$ cat config.mk
export PLATFORM = sky130hd
export DESIGN_NAME = pbr_regs
export DESIGN_NICKNAME = d
export VERILOG_FILES = /design/src/hw/pbr_pkg.sv /design/src/hw/pbr_regs.sv /design/src/hw/pbr_midrail_ramp.sv
export SDC_FILE = /design/constraint.sdc
export NUM_CORES = 1
export LEC_CHECK = 0
export ABC_CLOCK_PERIOD_IN_PS = 5220
export BUFFER_PORTS_ARGS = -buffer_cell sky130_fd_sc_hd__buf_2
export CAP_MARGIN = 20
export CORE_MARGIN = 2
export CORE_UTILIZATION = 50
export CTS_BUF_LIST = sky130_fd_sc_hd__clkbuf_8
export DETAILED_ROUTE_END_ITERATION = 10
export GPL_TIMING_DRIVEN = 0
export PLACE_DENSITY = 0.69
export SYNTH_ARGS = -nofsm -noshare
export SYNTH_HDL_FRONTEND = slang
export SYNTH_SLANG_ARGS = --single-unit
$ cat constraint.sdc
create_clock -name mclk_in -period 5.22 [get_ports mclk_in]
set_input_delay 1.305 -clock mclk_in [delete_from_list [all_inputs] [get_ports mclk_in]]
set_output_delay 1.305 -clock mclk_in [all_outputs]
set_load 0.02 [all_outputs]
$ cat src/hw/pbr_pkg.sv
/*
  Package for the power, bias and offset readback register bank: register
  offsets, field positions, reset values, two-wire states and ramp timing.
  Assumes a single 10 MHz clock from the on-chip oscillator.
*/
package pbr_pkg;

  // ----------------------------------------------------------------
  // Register offsets
  // ----------------------------------------------------------------
  localparam logic [7:0] PBR_POWER_CONTROL_ONE = 8'h01;
  localparam logic [7:0] PBR_POWER_CONTROL_TWO = 8'h02;
  localparam logic [7:0] PBR_ANTIPOP_REFERENCE_CONTROL = 8'h39;
  localparam logic [7:0] PBR_OFFSET_READBACK_RIGHT = 8'h59;
  localparam logic [7:0] PBR_OFFSET_READBACK_LEFT = 8'h5A;

  // ----------------------------------------------------------------
  // Field positions
  // ----------------------------------------------------------------
  localparam int PBR_SPEAKER_OUTPUT_ENABLE_BIT = 12;
  localparam int PBR_HP_LEFT_STAGE_ENABLE_BIT = 9;
  localparam int PBR_HP_RIGHT_STAGE_ENABLE_BIT = 8;
  localparam int PBR_DIVIDER_SELECT_LSB = 1;
  localparam int PBR_NORMAL_BIAS_ENABLE_BIT = 0;
  localparam int PBR_OVERTEMP_STATUS_BIT = 15;
  localparam int PBR_THERMAL_SENSOR_ENABLE_BIT = 14;
  localparam int PBR_OVERTEMP_OUTPUT_DISABLE_BIT = 13;
  localparam int PBR_INPUT_AMP_ENABLE_LSB = 4;
  localparam int PBR_MIDRAIL_REF_ENABLE_BIT = 0;

  // ----------------------------------------------------------------
  // Divider select codes and reset values
  // ----------------------------------------------------------------
  typedef enum logic [1:0] {
    PBR_DIV_OFF = 2'h0,
    PBR_DIV_NORMAL = 2'h1,
    PBR_DIV_STANDBY = 2'h2,
    PBR_DIV_FAST = 2'h3
  } pbr_divider_t;

  localparam pbr_divider_t PBR_DIVIDER_SELECT_RESET = PBR_DIV_FAST;
  localparam logic PBR_THERMAL_SENSOR_ENABLE_RESET = 1'b0;
  localparam logic PBR_OVERTEMP_OUTPUT_DISABLE_RESET = 1'b1;
  localparam logic [7:0] PBR_OFFSET_READBACK_RESET = 8'h00;

  // ----------------------------------------------------------------
  // Ramp timing: time per reference step, then cycles at 10 MHz
  // ----------------------------------------------------------------
  localparam int PBR_CLK_PERIOD_NS = 100;
  localparam int PBR_STEP_FAST_NS = 1000;
  localparam int PBR_STEP_NORMAL_NS = 10000;
  localparam int PBR_STEP_STANDBY_NS = 50000;
  localparam logic [9:0] PBR_STEP_FAST_CYCLES = 10'(PBR_STEP_FAST_NS / PBR_CLK_PERIOD_NS);
  localparam logic [9:0] PBR_STEP_NORMAL_CYCLES = 10'(PBR_STEP_NORMAL_NS / PBR_CLK_PERIOD_NS);
  localparam logic [9:0] PBR_STEP_STANDBY_CYCLES = 10'(PBR_STEP_STANDBY_NS / PBR_CLK_PERIOD_NS);
  localparam logic [7:0] PBR_LEVEL_FULL = 8'hFF;
  localparam logic [7:0] PBR_LEVEL_ZERO = 8'h00;

  // ----------------------------------------------------------------
  // Two-wire slave
  // ----------------------------------------------------------------
  localparam logic [3:0] PBR_BITS_PER_BYTE = 4'h8;

  typedef enum logic [3:0] {
    PBR_TW_IDLE,
    PBR_TW_DEVADDR,
    PBR_TW_ACK_DEV,
    PBR_TW_REGADDR,
    PBR_TW_ACK_REG,
    PBR_TW_WR_HI,
    PBR_TW_ACK_HI,
    PBR_TW_WR_LO,
    PBR_TW_ACK_LO,
    PBR_TW_RD_HI,
    PBR_TW_RD_ACK_HI,
    PBR_TW_RD_LO,
    PBR_TW_RD_ACK_LO
  } pbr_tw_state_t;

endpackage

$ cat src/hw/pbr_regs.sv
/*
  Power, bias and headphone offset readback register bank, reached over
  the two-wire control port: device address byte, register address byte,
  then 16-bit words high byte first, with auto-increment.
  Assumes scl and sda inputs are already synchronous to mclk_in and that
  mclk_in is at least ten times the bit rate of the control port.
*/
`timescale 1ns/1ps

// Notes on behaviour
// - Each headphone channel's present offset correction value is readable.
// - Right readback sits in bits 7:0 at 0x59, signed, resets to zero.
// - Left readback sits in bits 7:0 at 0x5A, same format, resets zero.
// - Bit 0 at 0x39 enables the mid-rail reference bias; resets disabled.
// - Enabled mid-rail reference ramps gradually, never stepping.
// - Divider select 0x01 bits 2:1: off, normal, standby, fast start-up.
// - Divider select resets to fast start-up; software lowers it later.
// - Bit 0 at 0x01 enables normal bias; works only with reference enabled.
// - At 0x01, bit 12 speaker output, bit 9 left stage; reset off.
// - Bit 8 at 0x01 enables the right headphone input stage; reset off.
// - At 0x02 bit 14 sensor enable, bit 13 overtemp disable; both act.
// - At 0x02 bits 7 to 4 enable four input amplifiers; reset off.
// - Bit 15 at 0x02 is read-only overtemperature status.
module pbr_regs #(
  // Value is arbitrary; set per board
  parameter logic [6:0] DEVICE_ADDRESS = 7'h1A
) (
  input wire logic mclk_in,
  input wire logic reset_n_in,
  input wire logic scl_in,
  input wire logic sda_in,
  output logic sda_out,
  output logic sda_oe_out,
  input wire logic [7:0] offset_value_right_readback_in,
  input wire logic [7:0] offset_value_left_readback_in,
  input wire logic overtemp_sense_in,
  output logic speaker_output_enable_out,
  output logic hp_left_stage_enable_out,
  output logic hp_right_stage_enable_out,
  output logic normal_bias_enable_out,
  output pbr_pkg::pbr_divider_t midrail_divider_select_out,
  output logic midrail_ref_enable_out,
  output logic [7:0] midrail_reference_level_out,
  output logic midrail_reference_settled_out,
  output logic thermal_sensor_enable_out,
  output logic overtemp_status_out,
  output logic overtemp_shutdown_out,
  output logic [3:0] input_amp_enable_out
);
  import pbr_pkg::*;

  typedef struct packed {
    pbr_tw_state_t st;
    logic scl_q;
    logic sda_q;
    logic [3:0] bit_cnt;
    logic [7:0] shift;
    logic [7:0] reg_addr;
    logic [7:0] wr_hi;
    logic rd_mode;
    logic master_ack;
    logic drive_low;
    logic speaker_output_enable;
    logic hp_left_stage_enable;
    logic hp_right_stage_enable;
    pbr_divider_t midrail_divider_select;
    logic normal_bias_enable;
    logic thermal_sensor_enable;
    logic overtemp_output_disable;
    logic overtemp_status;
    logic [3:0] input_amp_enable;
    logic midrail_ref_enable;
    logic [7:0] offset_right;
    logic [7:0] offset_left;
  } pbr_regs_state_t;

  pbr_regs_state_t cur;
  pbr_regs_state_t next_cur;
  logic scl_rise;
  logic scl_fall;
  logic start_seen;
  logic stop_seen;
  logic [15:0] word;

  // ----------------------------------------------------------------
  // Register read and write
  // ----------------------------------------------------------------
  function automatic logic [15:0] read_word(input pbr_regs_state_t s, input logic [7:0] addr);
    logic [15:0] w;
    w = 16'h0000; // Unlisted bits and addresses read zero
    unique case (addr)
      PBR_POWER_CONTROL_ONE: begin
        w[PBR_SPEAKER_OUTPUT_ENABLE_BIT] = s.speaker_output_enable;
        w[PBR_HP_LEFT_STAGE_ENABLE_BIT] = s.hp_left_stage_enable;
        w[PBR_HP_RIGHT_STAGE_ENABLE_BIT] = s.hp_right_stage_enable;
        w[PBR_DIVIDER_SELECT_LSB +: 2] = s.midrail_divider_select;
        w[PBR_NORMAL_BIAS_ENABLE_BIT] = s.normal_bias_enable;
      end
      PBR_POWER_CONTROL_TWO: begin
        w[PBR_OVERTEMP_STATUS_BIT] = s.overtemp_status;
        w[PBR_THERMAL_SENSOR_ENABLE_BIT] = s.thermal_sensor_enable;
        w[PBR_OVERTEMP_OUTPUT_DISABLE_BIT] = s.overtemp_output_disable;
        w[PBR_INPUT_AMP_ENABLE_LSB +: 4] = s.input_amp_enable;
      end
      PBR_ANTIPOP_REFERENCE_CONTROL: w[PBR_MIDRAIL_REF_ENABLE_BIT] = s.midrail_ref_enable;
      PBR_OFFSET_READBACK_RIGHT: w[7:0] = s.offset_right;
      PBR_OFFSET_READBACK_LEFT: w[7:0] = s.offset_left;
      default: w = 16'h0000;
    endcase
    return w;
  endfunction

  function automatic pbr_regs_state_t write_word(input pbr_regs_state_t s, input logic [7:0] addr,
                                                 input logic [15:0] w);
    pbr_regs_state_t r;
    r = s;
    unique case (addr)
      PBR_POWER_CONTROL_ONE: begin
        r.speaker_output_enable = w[PBR_SPEAKER_OUTPUT_ENABLE_BIT];
        r.hp_left_stage_enable = w[PBR_HP_LEFT_STAGE_ENABLE_BIT];
        r.hp_right_stage_enable = w[PBR_HP_RIGHT_STAGE_ENABLE_BIT];
        r.midrail_divider_select = pbr_divider_t'(w[PBR_DIVIDER_SELECT_LSB +: 2]);
        r.normal_bias_enable = w[PBR_NORMAL_BIAS_ENABLE_BIT];
      end
      PBR_POWER_CONTROL_TWO: begin
        // Status bit is not writable
        r.thermal_sensor_enable = w[PBR_THERMAL_SENSOR_ENABLE_BIT];
        r.overtemp_output_disable = w[PBR_OVERTEMP_OUTPUT_DISABLE_BIT];
        r.input_amp_enable = w[PBR_INPUT_AMP_ENABLE_LSB +: 4];
      end
      PBR_ANTIPOP_REFERENCE_CONTROL: r.midrail_ref_enable = w[PBR_MIDRAIL_REF_ENABLE_BIT];
      default: r = s; // Readback and unmapped addresses ignore writes
    endcase
    return r;
  endfunction

  // ----------------------------------------------------------------
  // Two-wire slave and register state
  // ----------------------------------------------------------------
  always_comb begin
    next_cur = cur;
    next_cur.scl_q = scl_in;
    next_cur.sda_q = sda_in;
    scl_rise = scl_in && !cur.scl_q;
    scl_fall = !scl_in && cur.scl_q;
    start_seen = scl_in && cur.scl_q && cur.sda_q && !sda_in;
    stop_seen = scl_in && cur.scl_q && !cur.sda_q && sda_in;
    word = 16'h0000;

    // Readback tracks the live correction values
    next_cur.offset_right = offset_value_right_readback_in;
    next_cur.offset_left = offset_value_left_readback_in;
    // Status only meaningful with the sensor on
    next_cur.overtemp_status = cur.thermal_sensor_enable && overtemp_sense_in;

    if (start_seen) begin
      next_cur.st = PBR_TW_DEVADDR;
      next_cur.bit_cnt = 4'h0;
      next_cur.drive_low = 1'b0;
    end else if (stop_seen) begin
      next_cur.st = PBR_TW_IDLE;
      next_cur.drive_low = 1'b0;
    end else begin
      unique case (cur.st)
        PBR_TW_IDLE: next_cur.drive_low = 1'b0;
        PBR_TW_DEVADDR, PBR_TW_REGADDR, PBR_TW_WR_HI, PBR_TW_WR_LO: begin
          if (scl_rise) begin
            next_cur.shift = {cur.shift[6:0], sda_in};
            next_cur.bit_cnt = cur.bit_cnt + 4'h1;
          end else if (scl_fall && cur.bit_cnt == PBR_BITS_PER_BYTE) begin
            next_cur.drive_low = 1'b1;
            unique case (cur.st)
              PBR_TW_DEVADDR: begin
                if (cur.shift[7:1] == DEVICE_ADDRESS) begin
                  next_cur.rd_mode = cur.shift[0];
                  next_cur.st = PBR_TW_ACK_DEV;
                end else begin
                  // Other devices' traffic is left alone
                  next_cur.drive_low = 1'b0;
                  next_cur.st = PBR_TW_IDLE;
                end
              end
              PBR_TW_REGADDR: begin
                next_cur.reg_addr = cur.shift;
                next_cur.st = PBR_TW_ACK_REG;
              end
              PBR_TW_WR_HI: begin
                next_cur.wr_hi = cur.shift;
                next_cur.st = PBR_TW_ACK_HI;
              end
              default: begin
                next_cur = write_word(next_cur, cur.reg_addr, {cur.wr_hi, cur.shift});
                next_cur.st = PBR_TW_ACK_LO;
              end
            endcase
          end
        end
        PBR_TW_ACK_DEV: begin
          if (scl_fall) begin
            next_cur.bit_cnt = 4'h0;
            if (cur.rd_mode) begin
              word = read_word(cur, cur.reg_addr);
              next_cur.shift = word[15:8];
              next_cur.drive_low = !word[15];
              next_cur.st = PBR_TW_RD_HI;
            end else begin
              next_cur.drive_low = 1'b0;
              next_cur.st = PBR_TW_REGADDR;
            end
          end
        end
        PBR_TW_ACK_REG, PBR_TW_ACK_HI, PBR_TW_ACK_LO: begin
          if (scl_fall) begin
            next_cur.bit_cnt = 4'h0;
            next_cur.drive_low = 1'b0;
            next_cur.st = (cur.st == PBR_TW_ACK_HI) ? PBR_TW_WR_LO : PBR_TW_WR_HI;
            if (cur.st == PBR_TW_ACK_LO) begin
              next_cur.reg_addr = cur.reg_addr + 8'h01;
            end
          end
        end
        PBR_TW_RD_HI, PBR_TW_RD_LO: begin
          if (scl_rise) begin
            next_cur.bit_cnt = cur.bit_cnt + 4'h1;
          end else if (scl_fall) begin
            if (cur.bit_cnt == PBR_BITS_PER_BYTE) begin
              next_cur.drive_low = 1'b0;
              next_cur.st = (cur.st == PBR_TW_RD_HI) ? PBR_TW_RD_ACK_HI : PBR_TW_RD_ACK_LO;
            end else begin
              next_cur.shift = {cur.shift[6:0], 1'b0};
              next_cur.drive_low = !cur.shift[6];
            end
          end
        end
        PBR_TW_RD_ACK_HI, PBR_TW_RD_ACK_LO: begin
          if (scl_rise) begin
            next_cur.master_ack = !sda_in;
          end else if (scl_fall) begin
            next_cur.bit_cnt = 4'h0;
            if (!cur.master_ack) begin
              // Master ends the read with a not-acknowledge
              next_cur.drive_low = 1'b0;
              next_cur.st = PBR_TW_IDLE;
            end else if (cur.st == PBR_TW_RD_ACK_HI) begin
              word = read_word(cur, cur.reg_addr);
              next_cur.shift = word[7:0];
              next_cur.drive_low = !word[7];
              next_cur.st = PBR_TW_RD_LO;
            end else begin
              word = read_word(cur, cur.reg_addr + 8'h01);
              next_cur.reg_addr = cur.reg_addr + 8'h01;
              next_cur.shift = word[15:8];
              next_cur.drive_low = !word[15];
              next_cur.st = PBR_TW_RD_HI;
            end
          end
        end
      endcase
    end
  end

  always_ff @(posedge mclk_in or negedge reset_n_in) begin
    if (!reset_n_in) begin
      cur <= '0;
      cur.st <= PBR_TW_IDLE;
      cur.scl_q <= 1'b1;
      cur.sda_q <= 1'b1;
      cur.midrail_divider_select <= PBR_DIVIDER_SELECT_RESET;
      cur.thermal_sensor_enable <= PBR_THERMAL_SENSOR_ENABLE_RESET;
      cur.overtemp_output_disable <= PBR_OVERTEMP_OUTPUT_DISABLE_RESET;
      cur.offset_right <= PBR_OFFSET_READBACK_RESET;
      cur.offset_left <= PBR_OFFSET_READBACK_RESET;
    end else begin
      cur <= next_cur;
    end
  end

  // ----------------------------------------------------------------
  // Reference ramp
  // ----------------------------------------------------------------
  pbr_midrail_ramp u_ramp (
    .mclk_in(mclk_in),
    .reset_n_in(reset_n_in),
    .midrail_ref_enable_in(cur.midrail_ref_enable),
    .midrail_divider_select_in(cur.midrail_divider_select),
    .midrail_reference_level_out(midrail_reference_level_out),
    .midrail_reference_settled_out(midrail_reference_settled_out)
  );

  // ----------------------------------------------------------------
  // Outputs
  // ----------------------------------------------------------------
  // Open drain: only ever pulls low
  assign sda_out = 1'b0;
  assign sda_oe_out = cur.drive_low;
  // Shutdown needs both the sensor and the disable bit
  assign overtemp_shutdown_out = cur.overtemp_status && cur.overtemp_output_disable;
  assign speaker_output_enable_out = cur.speaker_output_enable && !overtemp_shutdown_out;
  assign hp_left_stage_enable_out = cur.hp_left_stage_enable && !overtemp_shutdown_out;
  assign hp_right_stage_enable_out = cur.hp_right_stage_enable && !overtemp_shutdown_out;
  // Bias current has no source without the reference
  assign normal_bias_enable_out = cur.normal_bias_enable && cur.midrail_ref_enable;
  assign midrail_divider_select_out = cur.midrail_divider_select;
  assign midrail_ref_enable_out = cur.midrail_ref_enable;
  assign thermal_sensor_enable_out = cur.thermal_sensor_enable;
  assign overtemp_status_out = cur.overtemp_status;
  assign input_amp_enable_out = cur.input_amp_enable;

endmodule

$ cat src/hw/pbr_midrail_ramp.sv
/*
  Soft-start ramp for the mid-rail reference. Moves the reference level
  one step at a time toward its target, at a rate set by the divider.
  Assumes enable and divider select come from registers in the same domain.
*/
`timescale 1ns/1ps

module pbr_midrail_ramp (
  input wire logic mclk_in,
  input wire logic reset_n_in,
  input wire logic midrail_ref_enable_in,
  input wire pbr_pkg::pbr_divider_t midrail_divider_select_in,
  output logic [7:0] midrail_reference_level_out,
  output logic midrail_reference_settled_out
);
  import pbr_pkg::*;

  typedef struct packed {
    logic [7:0] level;
    logic [9:0] tick;
  } pbr_ramp_state_t;

  pbr_ramp_state_t cur;
  pbr_ramp_state_t next_cur;
  logic [7:0] target;
  logic [9:0] period;

  // ----------------------------------------------------------------
  // Step control
  // ----------------------------------------------------------------
  always_comb begin
    next_cur = cur;
    // Divider off means the reference is discharged even when enabled
    target = (midrail_ref_enable_in && midrail_divider_select_in != PBR_DIV_OFF) ? PBR_LEVEL_FULL : PBR_LEVEL_ZERO;
    unique case (midrail_divider_select_in)
      PBR_DIV_FAST: period = PBR_STEP_FAST_CYCLES;
      PBR_DIV_STANDBY: period = PBR_STEP_STANDBY_CYCLES;
      PBR_DIV_NORMAL: period = PBR_STEP_NORMAL_CYCLES;
      PBR_DIV_OFF: period = PBR_STEP_FAST_CYCLES;
    endcase
    if (cur.level == target) begin
      next_cur.tick = 10'h000;
    end else if (cur.tick + 10'h001 >= period) begin
      // One step per period, never a jump
      next_cur.tick = 10'h000;
      if (cur.level < target) begin
        next_cur.level = cur.level + 8'h01;
      end else begin
        next_cur.level = cur.level - 8'h01;
      end
    end else begin
      next_cur.tick = cur.tick + 10'h001;
    end
  end

  always_ff @(posedge mclk_in or negedge reset_n_in) begin
    if (!reset_n_in) begin
      cur <= '0;
    end else begin
      cur <= next_cur;
    end
  end

  assign midrail_reference_level_out = cur.level;
  assign midrail_reference_settled_out = (cur.level == target);

endmodule

==> flow_metrics.env, run 1 <==
export IMPL_clk_path_buf_depth=2
export IMPL_route_detailed_wl_per_inst_microns=18.5
export IMPL_hold_violations=0
export IMPL_synth_top_cells_by_count="dfrtp_1, nand2_1, a21oi_1"
export IMPL_finalCritPeriodShare=0.772
export IMPL_crit_arrival_ps=2730
export IMPL_grt_max_degree=73
export IMPL_post_synth_main_area_contributors="dfrtp_1, ha_1, mux2_2"
export IMPL_worst_clock_skew_ps=8.52
export IMPL_postCtsHoldBufs=0
export IMPL_netlist_area_before_placement_sq_mm=0.00547
export IMPL_antenna_found_initial=0
export IMPL_worst_hold_path_endpoint="cur[29]"
export IMPL_dpl_cell_count=781
export IMPL_reg2reg_from="midrail_divider_select_out[0]"
export IMPL_finish_cell_count_without_fillers=797
export IMPL_antenna_cells=0
export IMPL_detailedRoute_firstPassIterationCount=5
export IMPL_die_height_microns=109
export IMPL_total_leakage_power_nw=2.83
export IMPL_max_clock_freq_ghz=0.248
export IMPL_timing_rr_end="u_ramp.midrail_reference_level_out[7]"
export IMPL_tritoncts="yes"
export IMPL_die_w_microns=109
export IMPL_grt_pass1_wl_microns=24000
export IMPL_slew_violations=0
export IMPL_routed_wl_met2_microns=7140
export IMPL_yosysMostFrequentCell="dfrtp_1"
export IMPL_fin_util=0.570
export IMPL_tightest_slew_ps=808
export IMPL_cts_sinks=82
export IMPL_global_route_usage_total=0.264
export IMPL_design_final_nets=705
export IMPL_timing_worst_setup_path_type="reg -> out"
export IMPL_post_drt_via_cell_ratio=5.99
export IMPL_totalNegativeSetupSlack_ps=0
export IMPL_dieArea_sq_mm=0.0118
export IMPL_post_cts_resized_instances=0
export IMPL_holdPathStages=1
export IMPL_global_route_overflow_total=0
export IMPL_end_kind="output pin"
export IMPL_final_area_sq_mm=0.00612
export IMPL_yosys_warnings=0
export IMPL_place_port_buffers=44
export IMPL_crit_path_start_kind="flip-flop"
export IMPL_design_portCount=46
export IMPL_power_density_mw_per_mm2=375
export IMPL_r2r_setup_slack_ps=1210
export IMPL_postRouteWirelength_microns=14700
export IMPL_worst_path_max_fanout=10
export IMPL_synth_yosys_seq_area_share=0.377
export IMPL_post_cts_repair_setup_buffers=0
export IMPL_areaGrowthSynthToFinish_pct=12.0
export IMPL_min_delay_path_class="reg -> reg"
export IMPL_yosys_register_bits=82
export IMPL_worst_r2r_cell_count=15
export IMPL_highest_signal_layer="met4"
export IMPL_syn_mean_instance_area_sq_um=9.20
export IMPL_clk_root_buffer_cell="clkbuf_8"
export IMPL_routed_wl_met3_microns=940
export IMPL_via_count_of_the_first_global_routing_pass=4752
export IMPL_cts_inserted_buffers=9
export IMPL_drt_drc_violations_left=0
export IMPL_synth_largest_type_area_fraction=0.353
export IMPL_cts_reportedPaths_clkPinSlew_ps=90
export IMPL_number_of_enable_flip_flop_cells_after_synthesis=0
export IMPL_period_minus_slack_ps=4030
export IMPL_dp_hpwl_microns=11000
export IMPL_worstHoldStart="cur[37]"
export IMPL_clkLatencyLatePin_ps=370
export IMPL_place_ws_ps=1210
export IMPL_placedInstanceArea_sq_mm=0.00590
export IMPL_postSynthCellCount=594
export IMPL_synth_async_reset_ratio=1.00
export IMPL_layout_drive_gt1_share=0.212
export IMPL_drt_iter0_markers=325
export IMPL_setup_viol=0
export IMPL_unrepaired_setup_endpoints_after_global_routing="no"
export IMPL_netlist_top_cell_by_area="dfrtp_1"
export IMPL_initial_core_util=0.509
export IMPL_wl_met1_microns=6360
export IMPL_most_frequently_used_flop_master_after_synthesis="dfrtp_1"
export IMPL_maxSlewHeadroom=0.461
export IMPL_ir_drop_uv=201
export IMPL_core_area_sq_mm=0.0107
export IMPL_gpl_final_weighted_congestion=0.950
export IMPL_postRouteAntennaNets=0
export IMPL_crit_required_ps=3910
export IMPL_num_vias=4771
export IMPL_post_synth_num_cell_types=73
export IMPL_drv_max_cap_violation_count=0
export IMPL_htree_levels=3
export IMPL_result_of_the_run="completed"
export IMPL_smallest_setup_slack_after_layout_ps=1190
export IMPL_row_count=38
==> placed cells by master, fill, tap and decap left out, drive strengths merged, types with 10 or more instances in the layout <==
master / instances
a21oi: 40
nand2: 49
nand2b: 13
inv: 24
xnor2: 12
and2: 10
nor2: 40
a22o: 11
mux2: 26
o21ai: 30
buf: 78
nor3: 23
ha: 31
dfrtp: 77
clkbuf: 19
nand3: 19
and3: 16
==> cell families (layout without fill, tap and decap cells) <==
logic type,Yosys count,after routing,share of synthesized area
compound gates,156,156,0.197
flops,82,82,0.377
mux,31,31,0.0627
xor+xnor,18,18,0.0288
buf+inv,65,127,0.0614
other cells,1,2,0.000686
fa+ha+maj,32,32,0.0746
simple gates,209,209,0.198
==> power by group <==
part           total (mW)  internal [mW]  switching, mW
combinational       0.933          0.361          0.573
sequential          0.843          0.717          0.126
clock               0.517          0.269          0.248
==> worst max path at each step <==
| stage | slack, ps | to | start |
|---|---|---|---|
| after CTS | 1170 | midrail_reference_settled_out | midrail_divider_select_out[0] |
| after global routing | 890 | u_ramp.midrail_reference_level_out[7] | midrail_divider_select_out[1] |
| after detailed placement | 1210 | u_ramp.midrail_reference_level_out[7] | midrail_divider_select_out[0] |
| final | 1190 | midrail_reference_settled_out | midrail_divider_select_out[0] |
| after global placement | 1320 | u_ramp.midrail_reference_level_out[7] | midrail_divider_select_out[0] |
| after floorplan | 1580 | u_ramp.midrail_reference_level_out[7] | midrail_divider_select_out[0] |
==> sequential cells by signal, indices dropped and copies added (netlist names) <==
signal and cells:
midrail_ref_enable_out 1, cur 54, u_ramp.midrail_reference_level_out 8, sda_oe_out 1, u_ramp.cur 10, input_amp_enable_out 4, thermal_sensor_enable_out 1, midrail_divider_select_out 2
overtemp_status_out 1
==> routing by layer <==
layer  vias to the layer above  GRT usage
met1                      2298      0.349
met5                         -          0
met4                         0      0.101
li1                       2275          -
met3                        31     0.0494
met2                       167      0.430
==> stage by stage <==
stage / total power, mW / hold WS, ps
final: 2.29 / 503
after global routing: 2.43 / 524
after CTS: 2.28 / 503
after detailed placement: 1.76 / 493
after global placement: 1.74 / 481
after floorplan: 1.48 / 469
==> worst max-delay path, cell delays in order (launching register included) <==
cell	delay, ps
dfstp_2	570
inv_1	70
ha_1	180
nand2b_1	270
ha_1	390
nand4_1	110
or2_2	320
clkbuf_1	210
inv_1	80
buf_2	160
==> area by class of cell <==
cell class,instances,area [sq um]
multi-input combinational,448,3080
timing repair buffer,46,260
clock buffer,9,124
tap,140,175
inverter,22,82.6
clock inverter,7,93.8
fill,1010,4620
buffer,43,253
sequential,82,2060
Power figures use the tool's default switching activity.
==> run 2, diff against run 1 <==
--- a/config.mk
+++ b/config.mk
@@ -5,7 +5,7 @@
 export SDC_FILE = /design/constraint.sdc
 export NUM_CORES = 1
 export LEC_CHECK = 0
-export ABC_CLOCK_PERIOD_IN_PS = 5220
+export ABC_CLOCK_PERIOD_IN_PS = 3910
 export BUFFER_PORTS_ARGS = -buffer_cell sky130_fd_sc_hd__buf_2
 export CAP_MARGIN = 20
 export CORE_MARGIN = 2
==> constraint.sdc (replaced) <==
create_clock -name mclk_in -period 3.91 [get_ports mclk_in]
set_input_delay 0.9775 -clock mclk_in [delete_from_list [all_inputs] [get_ports mclk_in]]
set_output_delay 0.9775 -clock mclk_in [all_outputs]
set_load 0.02 [all_outputs]
==> run 2 against run 1 <==
  * Routed wire length increased by 1.5%
  * Core utilization increased by 1.1 points
  * Clock-buffer cell count did not move
  * Non-clock buffer count up 3
  * Global-route usage about the same
  * Setup slack lost 1100 ps
  * First-iteration DRC count down 1.2%
  * Clock skew barely moved
  * Sequential power grew 33%
  * Critical path type is now reg -> reg
  * Largest cell class unchanged
==> flow_metrics.env, run 2 (synthesis gave the netlist of run 1 again) <==
export IMPL_result_of_the_run="completed"
export IMPL_die_height_microns=109
export IMPL_register_ranked_first_by_flip_flop_count="cur"
export IMPL_most_common_layout_cells="dfrtp_1, buf_2, nand2_1"
export IMPL_htree_levels=3
export IMPL_hold_violations=0
export IMPL_totalNegativeSetupSlack_ps=0
export IMPL_drt_drc_violations_left=0
export IMPL_routed_wl_met3_microns=966
export IMPL_crit_path_start_kind="flip-flop"
export IMPL_power_mw=3.06
export IMPL_drv_max_cap_violation_count=0
export IMPL_dp_hpwl_microns=11000
export IMPL_tritoncts="yes"
export IMPL_routed_wl_met2_microns=7240
export IMPL_clk_path_buf_depth=2
export IMPL_finalCritPeriodShare=0.971
export IMPL_gpl_final_weighted_congestion=0.950
export IMPL_end_kind="flip-flop"
export IMPL_worst_clock_skew_ps=8.96
export IMPL_global_route_usage_total=0.265
export IMPL_row_count=38
export IMPL_num_vias=4792
export IMPL_dpl_cell_count=781
export IMPL_power_density_mw_per_mm2=491
export IMPL_initial_core_util=0.509
export IMPL_maxSlewHeadroom=0.457
export IMPL_ir_drop_uv=268
export IMPL_slew_violations=0
export IMPL_highest_signal_layer="met4"
export IMPL_smallest_setup_slack_after_layout_ps=115
export IMPL_wl_met1_microns=6450
export IMPL_share_clk_of_total_power=0.226
export IMPL_setup_viol=0
export IMPL_via_count_of_the_first_global_routing_pass=4759
export IMPL_layout_cells_most_common="dfrtp_1"
export IMPL_antenna_found_initial=0
export IMPL_period_minus_slack_ps=3790
export IMPL_fin_util=0.581
export IMPL_worst_path_max_fanout=8
export IMPL_cts_sinks=82
export IMPL_power_frac_comb=0.407
export IMPL_cts_reportedPaths_clkPinSlew_ps=90
export IMPL_place_port_buffers=44
export IMPL_antenna_cells=0
export IMPL_crit_path_max_incr_delay_ps=560
export IMPL_final_area_sq_mm=0.00624
export IMPL_route_detailed_wl_per_inst_microns=18.7
export IMPL_areaGrowthSynthToFinish_pct=14.1
export IMPL_global_route_overflow_total=0
export IMPL_drt_iter0_markers=321
export IMPL_timing_critical_path_cells="inv_1, ha_1, nand2b_4, ha_4, nor2b_1, o211ai_1, a21oi_2, or3_4, ha_4, nand3_1, o211ai_1, o41ai_2, or4_1, a21oi_2, xor2_1"
export IMPL_place_ws_ps=-95.5
export IMPL_placedInstanceArea_sq_mm=0.00590
export IMPL_total_leakage_power_nw=2.86
export IMPL_fillCellCount=1005
export IMPL_post_drt_via_cell_ratio=5.99
export IMPL_grt_pass1_wl_microns=24000
export IMPL_power_switching_mw=1.26
export IMPL_seq_power_share=0.367
export IMPL_internal_power_mw=1.80
export IMPL_sw_share=0.412
export IMPL_postRouteWirelength_microns=15000
export IMPL_layout_drive_gt1_share=0.232
export IMPL_tightest_slew_ps=809
export IMPL_seqCellArea_sq_mm=0.00206
export IMPL_crit_arrival_ps=4090
export IMPL_crit_required_ps=4210
export IMPL_finish_cell_count_without_fillers=800
export IMPL_cts_inserted_buffers=9
export IMPL_clkLatencyLatePin_ps=370
export IMPL_largest_register_ff_count=54
export IMPL_clk_root_buffer_cell="clkbuf_8"
export IMPL_grt_max_degree=73
export IMPL_postRouteAntennaNets=0
export IMPL_cp_top_delay_family="simple AND/OR/NAND/NOR gates"
export IMPL_dieArea_sq_mm=0.0118
export IMPL_multi_input_comb_area_sq_mm=0.00317
export IMPL_die_w_microns=109
export IMPL_design_portCount=46
export IMPL_master_of_the_slowest_instance_on_the_critical_path="dfstp_2"
export IMPL_timing_worst_setup_path_type="reg -> reg"
export IMPL_max_clock_freq_ghz=0.264
export IMPL_min_delay_path_class="in -> async"
export IMPL_whs_ps=445
export IMPL_timing_critical_path_buf_inv=1
export IMPL_detailedRoute_firstPassIterationCount=5
export IMPL_core_area_sq_mm=0.0107
export IMPL_design_final_nets=708
==> run 2: cell types whose count changed in the layout (fill, tap and decap cells not counted), moves of 3 or more <==
cell     change
a21oi_2      +3
a21oi_1      -3
ha_1         -5
buf_4        +3
ha_4         +5
==> run 2: path summary, 6_finish.rpt <==
kind                                                     from  slack [ps]  depth (start not counted)                                    end
worst min-delay path                               reset_n_in         450                          1                                cur[64]
worst min register to register                        cur[37]         500                          1                                cur[29]
worst max register to register  midrail_divider_select_out[0]         120                         15  u_ramp.midrail_reference_level_out[7]
worst max-delay path            midrail_divider_select_out[0]         120                         15  u_ramp.midrail_reference_level_out[7]
min in group mclk_in                                  cur[37]         500                          1                                cur[29]
max in group asynchronous                          reset_n_in        2830                          2                                cur[22]
==> run 2: power by group through the flow <==
stage / Combinational [mW] / Sequential [mW] / Clock, mW
4_1_cts: 1.22 / 1.11 / 0.704
5_1_grt: 1.36 / 1.14 / 0.746
2_1_floorplan: 0.915 / 1.07 / 0
3_3_place_gp: 1.20 / 1.13 / 0
3_5_place_dp: 1.22 / 1.13 / 0
6_report: 1.25 / 1.12 / 0.692
==> run 2: what timing repair did <==
action,4_1_cts,5_1_grt
setup buffers,0,3
endpoints found under the setup margin,2,2
pin swaps,0,6
hold buffers,0,0
gates resized for setup,2,10
==> run 2: cell type report <==
cell class / count / share of cell area
multi-input cells: 448 / 0.508
flip-flops and latches: 82 / 0.330
repair buffers: 49 / 0.0453
plain buffers: 43 / 0.0405
well taps: 140 / 0.0281
clock buffers: 9 / 0.0199
clock inverters: 7 / 0.0150
inverters: 22 / 0.0132
==> run 2: metal layers <==
metal,vias up,GRT usage
met3,33,0.0494
met1,2315,0.350
li1,2280,-
met4,0,0.101
met2,164,0.431
met5,-,0
